--- src/logic/tfs_defines.svh ---
// Constants of the per-channel framing select control block.
// Assumes inclusion by bare name from the package and the main module.
`ifndef TFS_DEFINES_SVH
`define TFS_DEFINES_SVH

`define TFS_CH 4
`define TFS_FSC_IDX 12'h107
`define TFS_RSA_LO 12'h120
`define TFS_RSA_HI 12'h137
`define TFS_FSC_RST 8'h00
`define TFS_SF_UPD_BIT 7
`define TFS_FORCE_CRC_BIT 6
`define TFS_J1_BIT 5
`define TFS_ONE_BIT 4
`define TFS_FSI_MSB 2
`define TFS_SLOTS 24
`define TFS_MF_BITS 13'd4632
`define TFS_CRC_POLY 6'h03
`define TFS_CRC_BAD 6'h3F
`define TFS_FIFO_DEPTH 16
`define TFS_FIFO_WIDTH 9

`endif

--- src/logic/tfs_pkg.sv ---
// Types shared by the framing select control block.
// Assumes the constants header sits in the include path.
`include "tfs_defines.svh"

package tfs_pkg;

   typedef enum logic [1:0] {
      T1_ESF,
      T1_SF,
      J1_ESF,
      J1_SF
   } tfs_yfmt_t;

   typedef struct packed {
      logic hit;
      logic rsa;
      logic [1:0] ch;
      logic [4:0] slot;
   } tfs_dec_t;

   typedef struct packed {
      logic [`TFS_CH-1:0][7:0] fsc;
      logic [`TFS_CH-1:0][`TFS_SLOTS-1:0][3:0] rsa;
      logic [`TFS_CH-1:0] rel;
      logic [`TFS_CH-1:0] rso_v;
      logic [`TFS_CH-1:0][4:0] rso_slot;
      logic [`TFS_CH-1:0][3:0] rso_data;
      logic [`TFS_CH-1:0][`TFS_SLOTS-1:0][3:0] txs;
      logic [`TFS_CH-1:0][5:0] crc;
      logic [`TFS_CH-1:0][12:0] bcnt;
      logic [`TFS_CH-1:0][5:0] crcw;
      logic [`TFS_CH-1:0][5:0] crcr;
      logic [`TFS_CH-1:0] crcw_v;
      tfs_yfmt_t [`TFS_CH-1:0] yfmt;
      logic [`TFS_CH-1:0] sync;
      logic [31:0] prdata;
      logic slverr;
   } tfs_state_t;

endpackage

--- src/logic/tfs_ctrl.sv ---
// Framing select control for four T1/J1 channels, reached over APB.
// Assumes the framer supplies superframe boundary strobes, signaling
// words, the CRC bit stream and sync candidate counts on mclk.
`timescale 1ns/10ps
`include "tfs_defines.svh"

module tfs_ctrl
(
   input wire logic mclk,
   input wire logic rst,
   input wire logic psel,
   input wire logic penable,
   input wire logic pwrite,
   input wire logic [15:0] paddr,
   input wire logic [31:0] pwdata,
   output logic [31:0] prdata,
   output logic pready,
   output logic pslverr,
   input wire logic [`TFS_CH-1:0] rx_sf_boundary,
   input wire logic [`TFS_CH-1:0] rx_sig_valid,
   output logic [`TFS_CH-1:0] rx_sig_ready,
   input wire logic [`TFS_CH-1:0][4:0] rx_sig_slot,
   input wire logic [`TFS_CH-1:0][3:0] rx_sig_data,
   output logic [`TFS_CH-1:0] receive_signaling_output_valid,
   output logic [`TFS_CH-1:0][4:0] receive_signaling_output_slot,
   output logic [`TFS_CH-1:0][3:0] receive_signaling_output,
   input wire logic [`TFS_CH-1:0] tx_sf_boundary,
   input wire logic [`TFS_CH-1:0][`TFS_SLOTS-1:0][3:0] tx_sig_in,
   output logic [`TFS_CH-1:0][`TFS_SLOTS-1:0][3:0] tx_sig_out,
   input wire logic [`TFS_CH-1:0] mf_start,
   input wire logic [`TFS_CH-1:0] crc_bit_valid,
   input wire logic [`TFS_CH-1:0] crc_bit,
   input wire logic [`TFS_CH-1:0] crc_bit_is_fe,
   output logic [`TFS_CH-1:0] crc_word_valid,
   output logic [`TFS_CH-1:0][5:0] crc_word,
   output tfs_pkg::tfs_yfmt_t [`TFS_CH-1:0] yellow_fmt,
   output logic [`TFS_CH-1:0] japan_variant_select,
   input wire logic [`TFS_CH-1:0] sync_window_end,
   input wire logic [`TFS_CH-1:0][3:0] sync_cand_count,
   output logic [`TFS_CH-1:0] sync_found
);

   // ***********************************************************
   // Decoding
   // ***********************************************************
   // The channel number sits above the twelve-bit register index, so every
   // channel sees the same map; the two low byte address bits are ignored.
   function automatic tfs_pkg::tfs_dec_t tfs_decode(input logic [15:0] a);
      tfs_pkg::tfs_dec_t r;
      logic [13:0] idx;
      r = '0;
      idx = a[15:2];
      r.ch = idx[13:12];
      r.slot = 5'(idx[11:0] - `TFS_RSA_LO);
      if (idx[11:0] == `TFS_FSC_IDX)
      begin
         r.hit = 1'b1;
      end
      else if (idx[11:0] >= `TFS_RSA_LO && idx[11:0] <= `TFS_RSA_HI)
      begin
         r.hit = 1'b1;
         r.rsa = 1'b1;
      end
      return r;
   endfunction

   function automatic tfs_pkg::tfs_yfmt_t tfs_fmt(input logic [7:0] f);
      tfs_pkg::tfs_yfmt_t r;
      if (f[`TFS_J1_BIT])
      begin
         r = f[`TFS_FSI_MSB] ? tfs_pkg::J1_SF : tfs_pkg::J1_ESF;
      end
      else
      begin
         r = f[`TFS_FSI_MSB] ? tfs_pkg::T1_SF : tfs_pkg::T1_ESF;
      end
      return r;
   endfunction

   tfs_pkg::tfs_state_t q, d;
   tfs_pkg::tfs_dec_t dec;
   logic [`TFS_CH-1:0] f_valid;
   logic [`TFS_CH-1:0] f_pop;
   logic [`TFS_CH-1:0][`TFS_FIFO_WIDTH-1:0] f_data;

   assign dec = tfs_decode(paddr);
   assign pready = psel && penable;
   assign prdata = q.prdata;
   assign pslverr = pready && q.slverr;

   // ***********************************************************
   // Receive signaling buffers
   // ***********************************************************
   // A full buffer stalls the framer through rx_sig_ready, which is why
   // holding updates for a whole superframe cannot drop words.
   genvar gc;
   generate
      for (gc = 0; gc < `TFS_CH; gc++)
      begin : g_ch
         tfs_fifo #(.WIDTH(`TFS_FIFO_WIDTH), .DEPTH(`TFS_FIFO_DEPTH)) u_fifo
         (
            .mclk(mclk),
            .rst(rst),
            .in_valid(rx_sig_valid[gc]),
            .in_ready(rx_sig_ready[gc]),
            .in_data({rx_sig_slot[gc], rx_sig_data[gc]}),
            .out_valid(f_valid[gc]),
            .out_ready(f_pop[gc]),
            .out_data(f_data[gc])
         );
         assign f_pop[gc] = f_valid[gc]
            && (!q.fsc[gc][`TFS_SF_UPD_BIT] || q.rel[gc]);

         AST_RX_HOLD: assert property (@(posedge mclk)
            disable iff (rst)
            q.fsc[gc][`TFS_SF_UPD_BIT] && !q.rel[gc]
            |=> !receive_signaling_output_valid[gc])
            else $error("Receive signaling updated before boundary.");
         AST_RX_NOW: assert property (@(posedge mclk)
            disable iff (rst)
            !q.fsc[gc][`TFS_SF_UPD_BIT] && f_valid[gc]
            |=> receive_signaling_output_valid[gc])
            else $error("Receive signaling not updated at once.");
         AST_TX_HOLD: assert property (@(posedge mclk)
            disable iff (rst)
            q.fsc[gc][`TFS_SF_UPD_BIT] && !tx_sf_boundary[gc]
            |=> $stable(tx_sig_out[gc]))
            else $error("Transmit signaling changed off boundary.");
         AST_TX_NOW: assert property (@(posedge mclk)
            disable iff (rst)
            !q.fsc[gc][`TFS_SF_UPD_BIT]
            |=> tx_sig_out[gc] == $past(tx_sig_in[gc]))
            else $error("Transmit signaling not sent at once.");
         AST_CRC_FORCE: assert property (@(posedge mclk)
            disable iff (rst)
            crc_word_valid[gc] |-> (crc_word[gc] ^ q.crcr[gc])
            == ($past(q.fsc[gc][`TFS_FORCE_CRC_BIT]) ? `TFS_CRC_BAD : 6'h00))
            else $error("CRC word corruption does not follow force bit.");
         AST_MF_LEN: assert property (@(posedge mclk)
            disable iff (rst)
            crc_bit_valid[gc] && !mf_start[gc]
            && q.bcnt[gc] == `TFS_MF_BITS - 13'd1 |=> crc_word_valid[gc])
            else $error("CRC word not closed after a full multiframe.");
         AST_YEL_J1: assert property (@(posedge mclk)
            disable iff (rst)
            q.fsc[gc][`TFS_J1_BIT] |=> yellow_fmt[gc] inside
            {tfs_pkg::J1_SF, tfs_pkg::J1_ESF})
            else $error("Japan_variant_select without J1 yellow alarm format.");
         AST_FMT_SEL: assert property (@(posedge mclk)
            disable iff (rst)
            ##1 yellow_fmt[gc] == tfs_fmt($past(q.fsc[gc])))
            else $error("Superframe format does not follow register.");
         AST_SYNC_ANY: assert property (@(posedge mclk)
            disable iff (rst)
            sync_window_end[gc] && !q.fsc[gc][`TFS_ONE_BIT]
            && sync_cand_count[gc] != 4'h0 |=> sync_found[gc])
            else $error("Valid candidate rejected.");
         AST_SYNC_ONE: assert property (@(posedge mclk)
            disable iff (rst)
            sync_window_end[gc] && q.fsc[gc][`TFS_ONE_BIT]
            && sync_cand_count[gc] != 4'h1 |=> !sync_found[gc])
            else $error("Sync declared without a single candidate.");
         AST_CH_ISO: assert property (@(posedge mclk)
            disable iff (rst)
            pready && pwrite && dec.ch != 2'(gc) |=> $stable(q.fsc[gc]))
            else $error("Write reached another channel's register.");
         AST_CH_OWN: assert property (@(posedge mclk)
            disable iff (rst)
            pready && pwrite && dec.hit && !dec.rsa && dec.ch == 2'(gc)
            |=> q.fsc[gc] == $past(pwdata[7:0]))
            else $error("Write missed its own channel's register.");
      end
   endgenerate

   // ***********************************************************
   // Next state
   // ***********************************************************
   always_comb
   begin
      logic [5:0] nx;
      logic b;
      logic [4:0] slot;
      nx = '0;
      b = 1'b0;
      slot = '0;
      d = q;
      for (int c = 0; c < `TFS_CH; c++)
      begin
         d.rso_v[c] = 1'b0;
         slot = f_data[c][8:4];
         if (f_pop[c])
         begin
            if (slot < 5'(`TFS_SLOTS))
            begin
               d.rsa[c][slot] = f_data[c][3:0];
            end
            d.rso_v[c] = 1'b1;
            d.rso_slot[c] = slot;
            d.rso_data[c] = f_data[c][3:0];
         end
         // Release lasts until the buffer is empty; a boundary wins over
         // the clear so that a superframe is never skipped.
         if (rx_sf_boundary[c])
         begin
            d.rel[c] = 1'b1;
         end
         else if (!f_valid[c])
         begin
            d.rel[c] = 1'b0;
         end
         if (!q.fsc[c][`TFS_SF_UPD_BIT] || tx_sf_boundary[c])
         begin
            d.txs[c] = tx_sig_in[c];
         end
         d.crcw_v[c] = 1'b0;
         if (mf_start[c])
         begin
            d.crc[c] = '0;
            d.bcnt[c] = '0;
         end
         else if (crc_bit_valid[c])
         begin
            b = (crc_bit_is_fe[c] && !q.fsc[c][`TFS_J1_BIT])
               ? 1'b1 : crc_bit[c];
            nx = {q.crc[c][4:0], 1'b0}
               ^ ((b ^ q.crc[c][5]) ? `TFS_CRC_POLY : 6'h00);
            if (q.bcnt[c] == `TFS_MF_BITS - 13'd1)
            begin
               d.crcr[c] = nx;
               d.crcw[c] = nx ^ (q.fsc[c][`TFS_FORCE_CRC_BIT]
                  ? `TFS_CRC_BAD : 6'h00);
               d.crcw_v[c] = 1'b1;
               d.crc[c] = '0;
               d.bcnt[c] = '0;
            end
            else
            begin
               d.crc[c] = nx;
               d.bcnt[c] = q.bcnt[c] + 13'd1;
            end
         end
         d.yfmt[c] = tfs_fmt(q.fsc[c]);
         d.sync[c] = 1'b0;
         if (sync_window_end[c])
         begin
            d.sync[c] = q.fsc[c][`TFS_ONE_BIT]
               ? (sync_cand_count[c] == 4'h1)
               : (sync_cand_count[c] != 4'h0);
         end
      end
      // Read data are captured in the setup cycle, so the access cycle
      // completes at once with data from a flip-flop.
      if (psel && !penable)
      begin
         d.prdata = '0;
         d.slverr = !dec.hit || (dec.rsa && pwrite);
         if (dec.hit && dec.rsa)
         begin
            d.prdata = {28'h0, q.rsa[dec.ch][dec.slot]};
         end
         else if (dec.hit)
         begin
            d.prdata = {24'h0, q.fsc[dec.ch]};
         end
      end
      if (pready && pwrite && dec.hit && !dec.rsa)
      begin
         d.fsc[dec.ch] = pwdata[7:0];
      end
   end

   always_ff @(posedge mclk)
   begin
      if (rst)
      begin
         q <= '0;
         q.fsc <= {`TFS_CH{`TFS_FSC_RST}};
      end
      else
      begin
         q <= d;
      end
   end

   // ***********************************************************
   // Outputs
   // ***********************************************************
   assign receive_signaling_output_valid = q.rso_v;
   assign receive_signaling_output_slot = q.rso_slot;
   assign receive_signaling_output = q.rso_data;
   assign tx_sig_out = q.txs;
   assign crc_word_valid = q.crcw_v;
   assign crc_word = q.crcw;
   assign yellow_fmt = q.yfmt;
   assign sync_found = q.sync;

   generate
      for (gc = 0; gc < `TFS_CH; gc++)
      begin : g_j1
         assign japan_variant_select[gc] = q.fsc[gc][`TFS_J1_BIT];
      end
   endgenerate

endmodule

--- src/logic/tfs_fifo.sv ---
// First-in first-out buffer with valid and ready on both sides.
// Assumes one clock and a synchronous active-high reset.
`timescale 1ns/10ps

module tfs_fifo
#(
   parameter int WIDTH = 9,
   parameter int DEPTH = 16
)
(
   input wire logic mclk,
   input wire logic rst,
   input wire logic in_valid,
   output logic in_ready,
   input wire logic [WIDTH-1:0] in_data,
   output logic out_valid,
   input wire logic out_ready,
   output logic [WIDTH-1:0] out_data
);

   localparam int AW = $clog2(DEPTH);

   // ***********************************************************
   // State
   // ***********************************************************
   // The head word lives in its own register so read data come from a
   // flip-flop; the store behind it holds DEPTH more words.
   typedef struct packed {
      logic [DEPTH-1:0][WIDTH-1:0] mem;
      logic [AW-1:0] wr;
      logic [AW-1:0] rd;
      logic [AW:0] cnt;
      logic [WIDTH-1:0] head;
      logic hv;
   } tfs_fifo_st_t;

   tfs_fifo_st_t q, d;
   logic push;
   logic pop;

   assign in_ready = (q.cnt != (AW + 1)'(DEPTH)) || !q.hv;
   assign out_valid = q.hv;
   assign out_data = q.head;
   assign push = in_valid && in_ready;
   assign pop = q.hv && out_ready;

   always_comb
   begin
      d = q;
      if (pop || !q.hv)
      begin
         if (q.cnt != '0)
         begin
            d.head = q.mem[q.rd];
            d.hv = 1'b1;
            d.rd = q.rd + 1'b1;
            d.cnt = q.cnt - 1'b1;
         end
         else
         begin
            d.hv = push;
            d.head = in_data;
         end
      end
      if (push && (q.cnt != '0 || (q.hv && !pop)))
      begin
         d.mem[q.wr] = in_data;
         d.wr = q.wr + 1'b1;
         d.cnt = d.cnt + 1'b1;
      end
   end

   always_ff @(posedge mclk)
   begin
      if (rst)
      begin
         q <= '0;
      end
      else
      begin
         q <= d;
      end
   end

endmodule

--- config.mk ---
export PLATFORM = sky130hd
export DESIGN_NAME = tfs_ctrl
export DESIGN_NICKNAME = d
export VERILOG_FILES = /design/src/logic/tfs_pkg.sv /design/src/logic/tfs_ctrl.sv /design/src/logic/tfs_fifo.sv
export VERILOG_INCLUDE_DIRS = /design/src /design/src/logic
export SDC_FILE = /design/constraint.sdc
export NUM_CORES = 2
export LEC_CHECK = 0
export ABC_AREA = 1
export BUFFER_PORTS_ARGS = -buffer_cell sky130_fd_sc_hd__buf_2
export CORE_AREA = 2 2 405 407
export CTS_CLUSTER_DIAMETER = 120
export DETAILED_ROUTE_END_ITERATION = 8
export DIE_AREA = 0 0 407 409
export PLACE_DENSITY_LB_ADDON = 0.08
export SYNTH_ARGS = -nofsm -noshare
export SYNTH_HDL_FRONTEND = slang
export SYNTH_SLANG_ARGS = --single-unit
--- constraint.sdc ---
create_clock -name mclk -period 5.7 [get_ports mclk]
set_input_delay 1.14 -clock mclk [delete_from_list [all_inputs] [get_ports mclk]]
set_output_delay 1.14 -clock mclk [all_outputs]
set_load 0.01 [all_outputs]
# Word-level counts from Yosys, hierarchy flattened
# Index checks and enable logic that the tools add are counted.
dict set report totals {
  input_bits 521
  regBits 1661
}
dict set report op_classes {
  addsub 21
  mux 114
  n_bitwise 24
  eq_ne 17
  order_cmp 29
  n_reduce_logical 114
}
# operator n
set op_table {}
lappend op_table {{144-bit bitwise mux} 4}
lappend op_table {{96-bit bitwise mux} 4}
lappend op_table {{96-bit binary-select mux with 2-bit select} 1}
lappend op_table {{9-bit binary-select mux with 4-bit select} 4}
lappend op_table {{9-bit demux with 4-bit select} 4}
lappend op_table {{96-bit two-way mux} 1}
lappend op_table {{4-bit demux with 5-bit select} 4}
lappend op_table {{9-bit two-way mux} 8}
lappend op_table {{15-bit two-way mux} 4}
lappend op_table {{13-bit by 1-bit adder with 13-bit output, second input constant} 4}
lappend op_table {{13-bit == test, second input constant} 4}
lappend op_table {{13-bit two-way mux} 4}
lappend op_table {{6-bit two-way mux} 8}
lappend op_table {{1-bit logical AND} 42}
lappend op_table {{4-bit by 5-bit < comparator with 1-bit output, second input constant} 8}
lappend op_table {{10-bit two-way mux} 4}
lappend op_table {{5-bit two-way mux} 8}
lappend op_table {{1-bit two-way mux} 34}
lappend op_table {{4-bit by 1-bit adder with 4-bit output, second input constant} 8}
lappend op_table {{32-bit bitwise mux} 1}
lappend op_table {{8-bit two-way mux} 4}
lappend op_table {{5-bit by 6-bit < comparator with 1-bit output, second input constant} 5}
lappend op_table {{5-bit by 1-bit subtractor with 5-bit output, second input constant} 5}
lappend op_table {{6-bit by 2-bit XOR with 6-bit output} 4}
lappend op_table {{other kinds (28)} 142}

# Depth between registers and ports, before layout
dict set report logic_depth {
  depth_word 9
  depth_mapped 16
  ltp_nobuf 14
}

# Modules after synthesis
# From an unflattened synthesis, not the netlist that was laid out.
dict set report hier_totals {
  cells_unflattened 10554
  area_unflattened_um2 75043.2
}
# module seq_area_each_um2 area_per_inst_um2 cells_each n_inst
set by_module_without_submodules {}
lappend by_module_without_submodules {tfs_ctrl 19398.6 42975.0 6025 1}
lappend by_module_without_submodules {{tfs_fifo (g_ch[1].u_fifo ...)} 3343.2 8023.9 1132 2}
lappend by_module_without_submodules {{tfs_fifo (g_ch[0].u_fifo)} 3343.2 8012.7 1132 1}
lappend by_module_without_submodules {{tfs_fifo (g_ch[3].u_fifo)} 3343.2 8007.7 1133 1}

# Least setup slack after synthesis
# No wires, ideal clock.
dict set report synth_timing {
  path_type {input -> register}
  start {input paddr[15]}
  end {register q (netlist bit prdata[1])}
  cell_stages 14
  arrival_time_ns 2.409
  path_slack_ns 3.159
  setup_time_ns 0.132
  path_cell_list {buf_2 > inv_2 > buf_2 > nand2_1 > buf_2 > nor2_1 > nor2_1 > nand3_1 > a21oi_1 > nor2_1 > nor2_1 > nand2_1 > nand2_1 > a21oi_1}
}
dict set report synth_between {
  elab_chain_len 5
}
# element line_no
set synth_lines {}
lappend synth_lines {{from (decl)} tfs_ctrl.sv:14} ;# input wire logic [15:0] paddr,
lappend synth_lines {{96-bit binary-select mux with 2-bit select} tfs_ctrl.sv:259} ;# d.prdata = {28'h0, q.rsa[dec.ch][dec.slot]};
lappend synth_lines {{96-bit two-way mux (not written as such)} tfs_ctrl.sv:259}
lappend synth_lines {{4-bit binary-select mux with 5-bit select} tfs_ctrl.sv:259}
lappend synth_lines {{4-bit two-way mux (not written as such)} tfs_ctrl.sv:259}
lappend synth_lines {{8-bit two-way mux (*)} tfs_ctrl.sv:257} ;# if (dec.hit && dec.rsa)
lappend synth_lines {{to (decl)} tfs_ctrl.sv:80} ;# tfs_pkg::tfs_state_t q, d;
# Mark *: on every way between the ends. The rest lies on a longest branch, timed or not. The select of a mux whose other input is x is not followed.
# A chain may end at the register's enable or synchronous reset.

# Worst setup path after layout
dict set report layout_timing {
  start {register q[1000] in the netlist's numbering}
  end {register q[698] in the netlist's numbering}
}
dict set report layout_between {
  elab_chain_len 4
}
# element line_no
set layout_lines {}
lappend layout_lines {{1-bit logical NOT} tfs_ctrl.sv:112} ;# && (!q.fsc[gc][`TFS_SF_UPD_BIT] || q.rel[gc]);
lappend layout_lines {{1-bit logical OR} tfs_ctrl.sv:112}
lappend layout_lines {{1-bit logical AND} tfs_ctrl.sv:111} ;# assign f_pop[gc] = f_valid[gc]
lappend layout_lines {{2-bit AND reduction (no line)} --}
# Every way passes these cells.

==> impl_metrics.prom <==
# TYPE chip_impl_metric gauge
chip_impl_metric{name="static-leakage-power",unit="nW"} 33.3
chip_impl_metric{name="place_hpwl",unit="um"} 181000
chip_impl_metric{name="synthToLayoutAreaGrowth",unit="%"} 11.1
chip_impl_metric{name="fp.dieW",unit="um"} 407
chip_impl_info{name="worst-setup-path-type",value="reg -> reg"} 1
chip_impl_metric{name="fin_nets",unit=""} 10700
chip_impl_metric{name="power_per_cell_area",unit="nW/um2"} 403
chip_impl_metric{name="cts_resized",unit=""} 0
chip_impl_metric{name="start_util",unit="%"} 44.7
chip_impl_metric{name="clk_pin_slew_worst_paths",unit="ps"} 60
chip_impl_metric{name="grt_overflow_total",unit=""} 0
chip_impl_metric{name="count_of_antenna_violating_nets_left_after_detailed_routing",unit=""} 0
chip_impl_info{name="worst_setup_path_end_kind",value="flip-flop"} 1
chip_impl_metric{name="hold_ws",unit="ps"} 438
chip_impl_metric{name="place_congestion",unit=""} 0.998
chip_impl_info{name="cts_root_buf",value="clkbuf_16"} 1
chip_impl_metric{name="least_margin_pin_slew",unit="ps"} 1260
chip_impl_metric{name="die_area",unit="um2"} 166000
chip_impl_info{name="tritoncts",value="done"} 1
chip_impl_metric{name="final-setup-viol-count",unit=""} 0
chip_impl_metric{name="ys_seq_area_share",unit="%"} 45.3
chip_impl_metric{name="number_of_buffers_inserted_by_port_buffering",unit=""} 976
chip_impl_metric{name="grt_antenna_before_repair",unit=""} 66
chip_impl_metric{name="wl_per_cell",unit="um"} 20.7
chip_impl_metric{name="drc",unit=""} 0
chip_impl_metric{name="critical_path_data_arrival_time",unit="ps"} 4070
chip_impl_metric{name="via_per_inst",unit=""} 5.22
chip_impl_metric{name="setup-tns-final",unit="ps"} 0
chip_impl_metric{name="timing.max_slew.rel_slack",unit="%"} 15.3
chip_impl_metric{name="yosysWarningCount",unit=""} 0
chip_impl_metric{name="finalHoldViolCount",unit=""} 0
chip_impl_metric{name="layout-drive-gt1-share",unit="%"} 13.9
chip_impl_metric{name="cts.sink_count",unit=""} 1637
chip_impl_info{name="status",value="finished, final reports clean"} 1
chip_impl_metric{name="number_of_hold_buffers_added_after_cts",unit=""} 0
chip_impl_metric{name="hold-path-cell-count",unit=""} 2
chip_impl_metric{name="ys_types",unit=""} 44
chip_impl_metric{name="syn-cell-area",unit="um2"} 72400
chip_impl_metric{name="worst-r2r-cell-count",unit=""} 10
chip_impl_info{name="synth.area.top_cells",value="dfxtp_1 (45%), o21ai_0 (12%), a21oi_1 (9.2%)"} 1
chip_impl_metric{name="synthCells",unit=""} 10000
chip_impl_metric{name="clock_insertion_delay_worst_skew",unit="ps"} 820
chip_impl_metric{name="placement_rows",unit=""} 148
chip_impl_metric{name="fp.coreArea",unit="um2"} 162000
chip_impl_info{name="synth_area_leader_cell",value="dfxtp_1"} 1
chip_impl_metric{name="die_height",unit="um"} 409
chip_impl_metric{name="postCtsSetupRepairBufs",unit=""} 0
chip_impl_metric{name="maximum_vdd_drop",unit="mV"} 0.335
chip_impl_metric{name="yosys_register_bits",unit=""} 1637
chip_impl_metric{name="timing.critical_path.required",unit="ps"} 6440
chip_impl_info{name="layout_commonest_cell",value="o21ai_0"} 1
chip_impl_metric{name="maxClockFrequency",unit="MHz"} 300
chip_impl_metric{name="timing.clock.skew",unit="ps"} 30.1
chip_impl_metric{name="grt_first_pass_wirelength",unit="um"} 376000
chip_impl_metric{name="final.period_utilization",unit="%"} 58.4
chip_impl_metric{name="number_of_global_route_vias_before_repair",unit=""} 58300
chip_impl_metric{name="grt_max_degree",unit=""} 199
chip_impl_info{name="worstSetupStartpointType",value="flip-flop"} 1
chip_impl_metric{name="tritoncts_buffers",unit=""} 181
chip_impl_metric{name="syn_avg_cell_area",unit="um2"} 7.21
chip_impl_metric{name="routed_wl",unit="um"} 259000
chip_impl_metric{name="critical_path_peak_fanout",unit=""} 9
chip_impl_metric{name="gr-usage-all-layers",unit="%"} 29.7
chip_impl_info{name="grt_setup_unrepaired",value="false"} 1
chip_impl_metric{name="synth_top_area_share",unit="%"} 45.3
chip_impl_info{name="commonest_cells_after_routing_fill_and_taps_aside",value="o21ai_0 (1798), nor2_1 (1684), dfxtp_1 (1626), a21oi_1 (1326), inv_1 (990)"} 1
chip_impl_metric{name="dr.pass1.iters",unit=""} 6
chip_impl_metric{name="cts.path.max_buffers",unit=""} 3
chip_impl_metric{name="io_pins",unit=""} 1027
chip_impl_info{name="hold_path.class",value="reg -> reg"} 1
chip_impl_metric{name="maxCapViolCount",unit=""} 0
chip_impl_metric{name="clock_tree.htree_level_count",unit=""} 4
chip_impl_metric{name="drt_first_iter_violations",unit=""} 5632
chip_impl_metric{name="num_vias",unit=""} 65400
chip_impl_metric{name="slew_viol_final",unit=""} 0
chip_impl_metric{name="min_period",unit="ps"} 3330
chip_impl_metric{name="fillerInstances",unit=""} 16400
-- where the power goes --
group | total (mW) | switching, mW | internal, mW
combinational | 7.39 | 5.37 | 2.03
sequential | 13.3 | 0.918 | 12.4
clock | 11.7 | 4.86 | 6.87
-- worst max-delay path, cell delays in order (launching register included) --
cell     delay [ps]
dfxtp_1         550
inv_1           430
o21ai_1         630
nor2_1          130
nor2_1          350
inv_1           180
nand2_1         410
nor2_1          140
inv_1           170
o21ai_0          90
a21oi_1         160
-- per-stage QoR --
step,utilization (%),total power [mW],std cells,setup WS [ps],instance area (um2)
2_1_floorplan,-,18.1,10100,3160,72500
3_3_place_gp,46.0,20.7,12200,1910,74500
3_5_place_dp,46.0,20.8,12200,1870,74500
4_1_cts,49.6,32.6,12500,2320,80400
5_1_grt,49.6,34.0,12500,2160,80400
6_report,49.7,32.4,12500,2370,80500
-- final cells by class --
type                    instances  area, um2  share of cell area (%)
flip-flops and latches       1637      32800                    40.7
multi-input cells            6262      29400                    36.6
repair buffers               1056       5600                    6.96
clock buffers                 268       5390                    6.70
inverters                    1047       3940                    4.90
well taps                    2175       2720                    3.38
clock inverters                49        522                   0.648
diodes                         25       62.6                  0.0777
-- routing by layer --
layer	GRT usage, %	routed length, um	vias up
met5	0	303	-
met4	8.30	6790	50
met3	5.80	20200	394
met2	46.5	116000	1926
met1	41.5	116000	30400
li1	-	-	32600
-- cell usage after synthesis, drive strengths merged --
| cell | number |
|---|---|
| o21a | 9 |
| nor2 | 1697 |
| a31oi | 17 |
| o31ai | 40 |
| xnor2 | 27 |
| o31a | 2 |
| o211ai | 2 |
| nand4 | 85 |
| xor2 | 17 |
| clkbuf | 466 |
| buf | 656 |
| conb | 1 |
| nand3b | 2 |
| a211oi | 6 |
| a221oi | 5 |
| o21bai | 1 |
| a22oi | 25 |
| nand2 | 716 |
| nor3 | 73 |
| clkinv | 25 |
| ha | 32 |
| o22ai | 8 |
| dfxtp | 1637 |
| nand3 | 293 |
| a21oi | 1326 |
| o21ai | 1814 |
| or2 | 4 |
| nor4 | 15 |
| and3 | 4 |
| inv | 1022 |
| nor3b | 18 |
-- state kept, by name, summed over array words and instances, names as in the netlist, 16 cells and up --
name                           flops
crc_word                          24
receive_signaling_output_slot     20
tx_sig_out                       384
receive_signaling_output          16
g_ch.u_fifo.out_data              36
g_ch.u_fifo.q                    628
q                                493
-- kinds of logic after synthesis --
| group | share of synthesized area (%) |
|---|---|
| flip-flops | 45.3 |
| buffers and inverters | 14.3 |
| adder cells (fa/ha/maj) | 0.553 |
| XOR/XNOR | 0.532 |
| other | 0.00518 |
| AO/OA/AOI/OAI | 22.9 |
| AND/OR/NAND/NOR | 16.5 |
-- worst paths after layout --
path,startpoint,end,slack (ps)
setup / recovery,q[1000],q[698],2370
hold / removal,g_ch[2].u_fifo.q[55],g_ch[2].u_fifo.q[55],440
hold reg to reg,g_ch[2].u_fifo.q[55],g_ch[2].u_fifo.q[55],440
setup reg to reg,q[1000],q[698],2370
No activity file was read; power rests on OpenSTA's default activity.
